--- src/core/hppc_defines.svh ---
// Offsets, field positions, reset values and timing units for the hub port power bank
// Function
// - A set disable bit marks its port disabled; a clear bit leaves it available.
// - Disable bits 3, 2, 1 steer physical ports 3, 2, 1; others reserved.
// - A disabled port stays off; the host can neither enable nor enumerate it.
// - Any combination may be disabled; report enabled count and renumber active ports.
// - With internal defaults, the two-bit strap value picks the disabled ports.
// - Maximum power bytes give whole-board draw, one count per 2 mA.
// - Both controller current bytes reset to fifty, meaning 100 mA.
// - Power-on time byte gives port power-good delay in 2 ms units.
`ifndef HPPC_DEFINES_SVH
`define HPPC_DEFINES_SVH

// Register indices; byte address is four times the index
`define HPPC_IDX_BP_DISABLE   8'he9
`define HPPC_IDX_SP_MAX_PWR   8'hea
`define HPPC_IDX_BP_MAX_PWR   8'heb
`define HPPC_IDX_SP_CTRL_CUR  8'hec
`define HPPC_IDX_BP_CTRL_CUR  8'hed
`define HPPC_IDX_PWR_GOOD     8'hee
`define HPPC_IDX_CONTROL      8'hf8
`define HPPC_IDX_STATUS       8'hf9

// Field positions
`define HPPC_DIS_LSB          1
`define HPPC_DIS_MSB          3
`define HPPC_CTL_DEFAULT_BIT  0
`define HPPC_STS_SELF_BIT     0
`define HPPC_STS_DEFAULT_BIT  1
`define HPPC_STS_COUNT_LSB    4
`define HPPC_STS_MAP_LSB      8

// Reset values
`define HPPC_RST_BP_DISABLE   3'h0
`define HPPC_RST_SP_MAX_PWR   8'h00
`define HPPC_RST_BP_MAX_PWR   8'h00
`define HPPC_RST_CTRL_CUR     8'h32
`define HPPC_RST_PWR_GOOD     8'h00
`define HPPC_RST_CONTROL      1'h0

// Units of the reported values
`define HPPC_CURRENT_UNIT_MA  2
`define HPPC_TIME_UNIT_MS     2
`define HPPC_USB_LIMIT_MA     100

`endif

--- src/core/hppc_pkg.sv ---
// Types shared by the hub port power configuration bank
package hppc_pkg;

  typedef enum logic [0:0] {
    HPPC_ST_STRAP,
    HPPC_ST_RUN
  } hppc_state_type;

  // Values handed to the descriptor builder
  typedef struct packed {
    logic [3:1] port_off;
    logic [1:0] port_count;
    logic [5:0] port_num;
    logic [7:0] max_power;
    logic [7:0] ctrl_current;
    logic [7:0] power_on_time;
  } hppc_desc_type;

  // Latched write of the data phase
  typedef struct packed {
    logic       valid;
    logic [7:0] index;
  } hppc_wr_type;

endpackage : hppc_pkg

--- src/core/hppc_top.sv ---
// Hub port power configuration bank with AHB-Lite register access
`timescale 1ns/1ns
`include "hppc_defines.svh"

module hppc_top (
  // Clock and reset
  input  wire logic                  hclk,
  input  wire logic                  hresetn,
  // AHB-Lite slave
  input  wire logic                  hsel,
  input  wire logic [31:0]           haddr,
  input  wire logic [1:0]            htrans,
  input  wire logic                  hwrite,
  input  wire logic [2:0]            hsize,
  input  wire logic [31:0]           hwdata,
  input  wire logic                  hready,
  output logic                       hreadyout,
  output logic                       hresp,
  output logic [31:0]                hrdata,
  // Hub state
  input  wire logic                  self_powered,
  input  wire logic [3:1]            sp_port_disable,
  input  wire logic [1:0]            strap_port_disable,
  // Descriptor values
  output hppc_pkg::hppc_desc_type    desc
);

  // Bank state
  hppc_pkg::hppc_state_type state_r;
  hppc_pkg::hppc_state_type state_nxt;
  hppc_pkg::hppc_wr_type    wr_r;
  hppc_pkg::hppc_wr_type    wr_nxt;
  hppc_pkg::hppc_desc_type  desc_nxt;
  logic [3:1]               bus_powered_port_disable_r;
  logic [7:0]               self_powered_max_power_r;
  logic [7:0]               bus_powered_max_power_r;
  logic [7:0]               self_powered_controller_current_r;
  logic [7:0]               bus_powered_controller_current_r;
  logic [7:0]               port_power_good_delay_r;
  logic                     use_default_r;
  logic [1:0]               strap_r;
  logic [31:0]              hrdata_nxt;

  // Count of set bits in a port enable mask
  function automatic logic [1:0] hppc_count(input logic [3:1] m);
    hppc_count = 2'(m[1]) + 2'(m[2]) + 2'(m[3]);
  endfunction : hppc_count

  // Strap value to disable mask
  function automatic logic [3:1] hppc_strap_mask(input logic [1:0] s);
    case (s)
      2'h0:    hppc_strap_mask = 3'h0;
      2'h1:    hppc_strap_mask = 3'h4;
      2'h2:    hppc_strap_mask = 3'h6;
      default: hppc_strap_mask = 3'h7;
    endcase
  endfunction : hppc_strap_mask

  // Address phase decode
  wire        addr_ok   = hsel && hready && htrans[1];
  wire        addr_hit  = haddr[31:10] == 22'h0 && haddr[1:0] == 2'h0;
  wire [7:0]  addr_idx  = haddr[9:2];
  wire        rd_take   = addr_ok && !hwrite;
  wire        wr_take   = addr_ok && hwrite;
  wire        wr_do     = wr_r.valid;
  wire [7:0]  wr_byte   = hwdata[7:0];

  // Write strobes per register
  wire we_bp_dis   = wr_do && wr_r.index == `HPPC_IDX_BP_DISABLE;
  wire we_sp_pwr   = wr_do && wr_r.index == `HPPC_IDX_SP_MAX_PWR;
  wire we_bp_pwr   = wr_do && wr_r.index == `HPPC_IDX_BP_MAX_PWR;
  wire we_sp_cur   = wr_do && wr_r.index == `HPPC_IDX_SP_CTRL_CUR;
  wire we_bp_cur   = wr_do && wr_r.index == `HPPC_IDX_BP_CTRL_CUR;
  wire we_pwr_good = wr_do && wr_r.index == `HPPC_IDX_PWR_GOOD;
  wire we_control  = wr_do && wr_r.index == `HPPC_IDX_CONTROL;

  // Values as seen after a write in flight lands
  wire [3:1] bp_dis_v   = we_bp_dis ? wr_byte[`HPPC_DIS_MSB:`HPPC_DIS_LSB] : bus_powered_port_disable_r;
  wire [7:0] sp_pwr_v   = we_sp_pwr ? wr_byte : self_powered_max_power_r;
  wire [7:0] bp_pwr_v   = we_bp_pwr ? wr_byte : bus_powered_max_power_r;
  wire [7:0] sp_cur_v   = we_sp_cur ? wr_byte : self_powered_controller_current_r;
  wire [7:0] bp_cur_v   = we_bp_cur ? wr_byte : bus_powered_controller_current_r;
  wire [7:0] pwr_good_v = we_pwr_good ? wr_byte : port_power_good_delay_r;
  wire       default_v  = we_control ? wr_byte[`HPPC_CTL_DEFAULT_BIT] : use_default_r;

  wire [3:1] strap_mask = hppc_strap_mask(strap_r);
  wire [3:1] mode_mask  = self_powered ? sp_port_disable : bp_dis_v;
  wire [3:1] off_mask   = default_v ? strap_mask : mode_mask;
  wire [3:1] on_mask    = ~off_mask;

  wire [5:0] port_num_v;
  genvar g;
  generate
    for (g = 1; g <= 3; g++) begin : g_num
      wire [3:1] below = on_mask & 3'((4'h1 << g) - 4'h1);
      assign port_num_v[2*g-1 -: 2] = on_mask[g] ? hppc_count(below) : 2'h0;
    end
  endgenerate

  wire [1:0] port_count_v = hppc_count(on_mask);

  wire [7:0] max_power_v  = self_powered ? sp_pwr_v : bp_pwr_v;
  wire [7:0] ctrl_cur_v   = self_powered ? sp_cur_v : bp_cur_v;

  always_comb begin
    desc_nxt               = desc;
    desc_nxt.port_off      = off_mask;
    desc_nxt.port_count    = port_count_v;
    desc_nxt.port_num      = port_num_v;
    desc_nxt.max_power     = max_power_v;
    desc_nxt.ctrl_current  = ctrl_cur_v;
    desc_nxt.power_on_time = pwr_good_v;
  end

  // Status word
  wire [31:0] status_word = {
    18'h0,
    port_num_v,
    2'h0,
    port_count_v,
    2'h0,
    default_v,
    self_powered
  };

  // Read mux, reserved bits zero
  always_comb begin
    hrdata_nxt = 32'h0;
    if (addr_hit) begin
      case (addr_idx)
        `HPPC_IDX_BP_DISABLE:  hrdata_nxt = {28'h0, bp_dis_v, 1'b0};
        `HPPC_IDX_SP_MAX_PWR:  hrdata_nxt = {24'h0, sp_pwr_v};
        `HPPC_IDX_BP_MAX_PWR:  hrdata_nxt = {24'h0, bp_pwr_v};
        `HPPC_IDX_SP_CTRL_CUR: hrdata_nxt = {24'h0, sp_cur_v};
        `HPPC_IDX_BP_CTRL_CUR: hrdata_nxt = {24'h0, bp_cur_v};
        `HPPC_IDX_PWR_GOOD:    hrdata_nxt = {24'h0, pwr_good_v};
        `HPPC_IDX_CONTROL:     hrdata_nxt = {31'h0, default_v};
        `HPPC_IDX_STATUS:      hrdata_nxt = status_word;
        default:               hrdata_nxt = 32'h0;
      endcase
    end
  end

  // Write capture for data phase
  always_comb begin
    wr_nxt       = '0;
    wr_nxt.valid = wr_take && addr_hit;
    wr_nxt.index = addr_idx;
  end

  // Straps caught once after reset
  always_comb begin
    case (state_r)
      hppc_pkg::HPPC_ST_STRAP: state_nxt = hppc_pkg::HPPC_ST_RUN;
      hppc_pkg::HPPC_ST_RUN:   state_nxt = hppc_pkg::HPPC_ST_RUN;
      default:                 state_nxt = hppc_pkg::HPPC_ST_RUN;
    endcase
  end

  always_ff @(posedge hclk or negedge hresetn) begin
    if (!hresetn) begin
      state_r <= hppc_pkg::HPPC_ST_STRAP;
      strap_r <= 2'h0;
    end else begin
      state_r <= state_nxt;
      if (state_r == hppc_pkg::HPPC_ST_STRAP) begin
        strap_r <= strap_port_disable;
      end
    end
  end

  // Bus response
  always_ff @(posedge hclk or negedge hresetn) begin
    if (!hresetn) begin
      hreadyout <= 1'b1;
      hresp     <= 1'b0;
      hrdata    <= 32'h0;
      wr_r      <= '0;
    end else begin
      hreadyout <= 1'b1;
      hresp     <= 1'b0;
      wr_r      <= wr_nxt;
      if (rd_take) begin
        hrdata <= hrdata_nxt;
      end
    end
  end

  // Register storage
  always_ff @(posedge hclk or negedge hresetn) begin
    if (!hresetn) begin
      bus_powered_port_disable_r        <= `HPPC_RST_BP_DISABLE;
      self_powered_max_power_r          <= `HPPC_RST_SP_MAX_PWR;
      bus_powered_max_power_r           <= `HPPC_RST_BP_MAX_PWR;
      self_powered_controller_current_r <= `HPPC_RST_CTRL_CUR;
      bus_powered_controller_current_r  <= `HPPC_RST_CTRL_CUR;
      port_power_good_delay_r           <= `HPPC_RST_PWR_GOOD;
      use_default_r                     <= `HPPC_RST_CONTROL;
    end else begin
      bus_powered_port_disable_r        <= bp_dis_v;
      self_powered_max_power_r          <= sp_pwr_v;
      bus_powered_max_power_r           <= bp_pwr_v;
      self_powered_controller_current_r <= sp_cur_v;
      bus_powered_controller_current_r  <= bp_cur_v;
      port_power_good_delay_r           <= pwr_good_v;
      use_default_r                     <= default_v;
    end
  end

  // Descriptor output
  always_ff @(posedge hclk or negedge hresetn) begin
    if (!hresetn) begin
      desc <= '0;
    end else begin
      desc <= desc_nxt;
    end
  end

endmodule : hppc_top

--- config.mk ---
export PLATFORM = sky130hd
export DESIGN_NAME = hppc_top
export DESIGN_NICKNAME = d
export VERILOG_FILES = /design/src/core/hppc_pkg.sv /design/src/core/hppc_top.sv
export VERILOG_INCLUDE_DIRS = /design/src /design/src/core
export SDC_FILE = /design/constraint.sdc
export NUM_CORES = 1
export LEC_CHECK = 0
export ABC_AREA = 0
export ABC_CLOCK_PERIOD_IN_PS = 4050
export CELL_PAD_IN_SITES_DETAIL_PLACEMENT = 1
export CELL_PAD_IN_SITES_GLOBAL_PLACEMENT = 2
export CORE_ASPECT_RATIO = 1.4
export CORE_UTILIZATION = 39
export DETAILED_ROUTE_END_ITERATION = 10
export DONT_BUFFER_PORTS = 1
export PLACE_DENSITY_LB_ADDON = 0.1
export SLEW_MARGIN = 20
export SYNTH_ARGS = -nofsm -noshare
export SYNTH_HDL_FRONTEND = slang
export SYNTH_SLANG_ARGS = --single-unit
--- constraint.sdc ---
create_clock -name hclk -period 4.05 [get_ports hclk]
set_input_delay 0.6075 -clock hclk [delete_from_list [all_inputs] [get_ports hclk]]
set_output_delay 0.6075 -clock hclk [all_outputs]
set_load 0.03 [all_outputs]
---- After elaboration in Yosys (flattened, before gate mapping) ----
Index checks and enable logic that the tools add are counted.
storage, ports and cells
  output and inout port bits .............. 69
  logic and storage cells ................. 71
  input port bits ......................... 80
  register bits after elaboration ......... 115
operators by class
  bitwise logic cells ..................... 1
  multiplexer cells ....................... 17
  add/sub/neg operators ................... 2
  reduce and logical (&&, ||, !) cells .... 17
  equal/unequal tests ..................... 17
operators by type and width
  cell                  number
  $eq A8 B8 Y1 const B  15
  $pmux W14 S8          1
  $mux W8               7
  $mux W32              1
  $logic_not A22 Y1     1
  $logic_and A1 B1 Y1   13
  $mux W3               3
  $pmux W3 S3           1
  $logic_not A2 Y1      2
  $mux W2               2
  $not A3 Y3            1
  $add A1 B1 Y2         1
  $add A2 B1 Y2         1
  $eq A2 B1 Y1 const B  1
  $eq A2 B2 Y1 const B  1
  $mux W1               2
  $logic_not A1 Y1      1

---- Longest topological paths before layout ----
  word-level depth ........................ 11
  depth in mapped cells ................... 13
  depth with buffers taken out ............ 11

---- Worst setup path after synthesis ----
OpenSTA, ideal clock, no wires.
  path kind ............................... register to register
  start ................................... reg wr_r[2] (netlist bit)
  end ..................................... reg hrdata[4]
  clock period less this slack ............ 2.945 ns
  stages on the path, launching flop included .. 9
  path buffers ............................ 0
  library setup time ...................... 0.136 ns
  setup slack ............................. 1.105 ns
  arrival ................................. 2.809 ns
  data required time ...................... 3.914 ns
  cells stage by stage .................... dfrtp_1 > or3b_4 > nor3_2 > mux2_2 > mux2_2 > mux2i_1 > fa_1 > a221oi_1 > a31oi_1
RTL lines
  item                    line             text
  from (decl)             hppc_top.sv:31   hppc_pkg::hppc_wr_type wr_r;
  from (signal assigned)  hppc_top.sv:182  wr_r <= wr_nxt;
  to (signal assigned)    hppc_top.sv:184  hrdata <= hrdata_nxt;
  to (decl)               hppc_top.sv:19   output logic [31:0] hrdata,

==> metrics <==
status=finished clean; FF+latch area=0.00238 mm²; Clock Skews=0.00721 ns; Port Buffers=0; CTS clock-pin slew for the worst setup and hold paths=0.07 ns; grt ovf=0; Root Buffer=clkbuf_16; Iteration-0 DRC Markers=156; fin util=43.5%; syn_area_per_cell=11.2 µm²; Crit. End Element=flop; Post-synth top cells=89 x dfrtp_1, 43 x mux2_2, 25 x nand2_1; final antenna-violating net count=0; Hold Vio Cnt, Final=0; Initial Util=40.3%; DRT Wirelength=13500 µm; routed len/inst=23.5 µm; synthesized cell area=0.00479 mm²; worst vdd rail ir drop=0.191 mV; Cell variety after synth=59; Ys Warns=0; startpoint types=flop; Layout fillers=1309; Synth area leaders=dfrtp_1 46%, mux2_2 10%, buf_4 3.6%, dfstp_2 3.3%, o31ai_1 2.7%; CP top delay family=multiplexers; Die Ht=133 µm; TritonCTS Sinks=95; insertion delay to the later sink of the worst-skew pair=0.34 ns; FF+latch count, synth=95; post_cts resized=0; Die W=95.7 µm; most used cell, CP=mux2_2; met3 global-route usage=4.91%; DRT Pass-1 Iters=4; GRT met2 Usage=39.2%; Multi-input gate area=0.00218 mm²; f_max=309 MHz; Post-synth ARST share=100%; Leak=2.20 nW; Final GP Congestion=0.789; largest net degree at the start of global routing=90; DRC=0; vias in the first global route=3718; slowest CP cell=or3b_4; H-Tree Depth=3; Placeable Area=0.0119 mm²; crit path kind=reg2reg; total global-route track usage=23.1%; Vias/cell=5.90; Syn-to-layout area delta=7.78%; Worst Path Required=4.26 ns; ordered list of cells on the worst path=or3b_4 -> nor3_2 -> mux2_2 -> mux2_2 -> mux2i_1 -> buf_4 -> fa_1 -> a221oi_1 -> a31oi_1; Worst EP arrival=3.45 ns; Via Count=3392; Slew headroom=49.2%; Setup TNS Final=0 ns; RSZ-0062 raised after global routing=no; Hold Path Class=in2async; sequential-to-total area share from yosys stat=49.8%; Final setup viols=0; Buf/Inv on CP=1; count leader, synth=dfrtp_1; n_diodes=0; Top FF cell, synth=dfrtp_1; post-synth top area share=46.5%; GR peak layer=met2; I/O Pins=149; clock tree buffer depth=2; CP Max Fanout=9; full die area=0.0127 mm²; Inserted Clock Buffers=9; first-pass GRT wire length=21600 µm; period utilization=79.9%; area leader, netlist=dfrtp_1; CTS tree=built; minimum clock period=3.24 ns; layout net count=507; Gate Count Post-Synth=426; grt met1 use=28.2%; Setup Fix Bufs, Post-CTS=0; hpwl dp=9590 µm; CP max stage delay=0.48 ns; max-slew violations=0; max cap viols=0; number of synthesized flops with an enable pin=0; placement row count=47; worst-margin pin slew=0.756 ns; share of cells above drive strength 1=20.3%; initial antenna violation count=0; Pwr Density=379 mW/mm²
## stage by stage
step / instances / hold WS (ns) / power (mW) / setup WS [ns] / area (µm²)
2_1_floorplan: 447 / 0.312 / 1.13 / 1.10 / 4870
3_3_place_gp: 558 / 0.315 / 1.13 / 0.800 / 4850
3_5_place_dp: 558 / 0.314 / 1.13 / 0.802 / 4850
4_1_cts: 575 / 0.0875 / 1.98 / 0.789 / 5160
5_1_grt: 575 / 0.0846 / 2.03 / 0.523 / 5160
6_report: 575 / 0.103 / 1.95 / 0.813 / 5160
## report_power, final
group / switching (mW) / total [mW] / internal [mW] / leakage [nW]
clock network: 0.379 / 0.820 / 0.441 / 0.141
logic: 0.0866 / 0.118 / 0.0313 / 0.892
registers: 0.0467 / 1.02 / 0.970 / 1.17
## flip-flops by register name, indices dropped and copies added (netlist names)
name / count
use_default_r: 1
wr_do: 1
desc: 34
self_powered_max_power_r: 8
self_powered_controller_current_r: 8
bus_powered_port_disable_r: 3
state_r: 1
wr_r: 8
hrdata: 13
strap_r: 2
bus_powered_controller_current_r: 8
bus_powered_max_power_r: 8
## per-layer routing
layer	wire [µm]	share of wire, %
met4	243	1.8
met1	5460	40
met5	0	0
met3	681	5.0
met2	7120	53
## cell usage in the layout, fill, tap and decap left out, types with 3 or more instances in the layout
cell type  synthesis  final
dfrtp_1           89     89
mux2_2            43     43
nand2_1           25     25
conb_1             2     23
nand3_1           21     21
a21oi_1           21     21
nand4_1           20     20
o31ai_1           17     17
nor2_1            12     12
mux2i_1           12     12
inv_1             11     11
and3_1            10     10
nor3b_1            9      9
clkbuf_16          0      9
buf_4             23      8
nor4_1             7      7
a31oi_1            6      6
dfstp_2            6      6
and2_1             5      5
and4b_1            5      5
a2111oi_0          5      5
nor3_4             4      4
nor3_1             3      3
a22o_1             3      3
ha_1               3      3
inv_6              0      3
## layout make-up
cell class                      count  area share (%)
Sequential cell                    95            46.2
Inverter                           11           0.800
Clock buffer                       11            4.70
Timing Repair Buffer                9            1.70
Multi-Input combinational cell    297            42.3
Tap cell                          147            3.56
Clock inverter                      5           0.776
## logic make-up (layout without fill, tap and decap cells)
| group | count (synthesis) | count (layout) | synth area share, % |
|---|---|---|---|
| buffers and inverters | 55 | 36 | 6.48 |
| AOI/OAI and AO/OA | 69 | 69 | 10.4 |
| muxes | 57 | 57 | 13.2 |
| DFF | 95 | 95 | 49.8 |
| and+or+nand+nor | 144 | 144 | 18.7 |
| adders and majority gates | 4 | 4 | 1.20 |
| other | 2 | 23 | 0.157 |
## worst paths after layout
path / from / endpoint / slack (ns) / depth (start not counted)
hold / removal: hresetn / bus_powered_controller_current_r[4]$_DFF_PN1_ / 0.10 / 0
min in group hclk: haddr[8] / wr_r[6]$_DFF_PN0_ / 0.29 / 0
setup reg to reg: wr_r[2]$_DFF_PN0_ / hrdata[4]$_DFFE_PN0P_ / 0.81 / 9
setup / recovery: wr_r[2]$_DFF_PN0_ / hrdata[4]$_DFFE_PN0P_ / 0.81 / 9
max in group asynchronous: hresetn / hrdata[4]$_DFFE_PN0P_ / 3.52 / 1
hold reg to reg: self_powered_controller_current_r[2]$_DFF_PN0_ / self_powered_controller_current_r[2]$_DFF_PN0_ / 0.51 / 1
## what timing repair did
action                                  CTS  global route
hold buffers                              1             0
hold endpoints to repair                 89             0
endpoints found under the setup margin    0             0
Power figures use the tool's default switching activity.
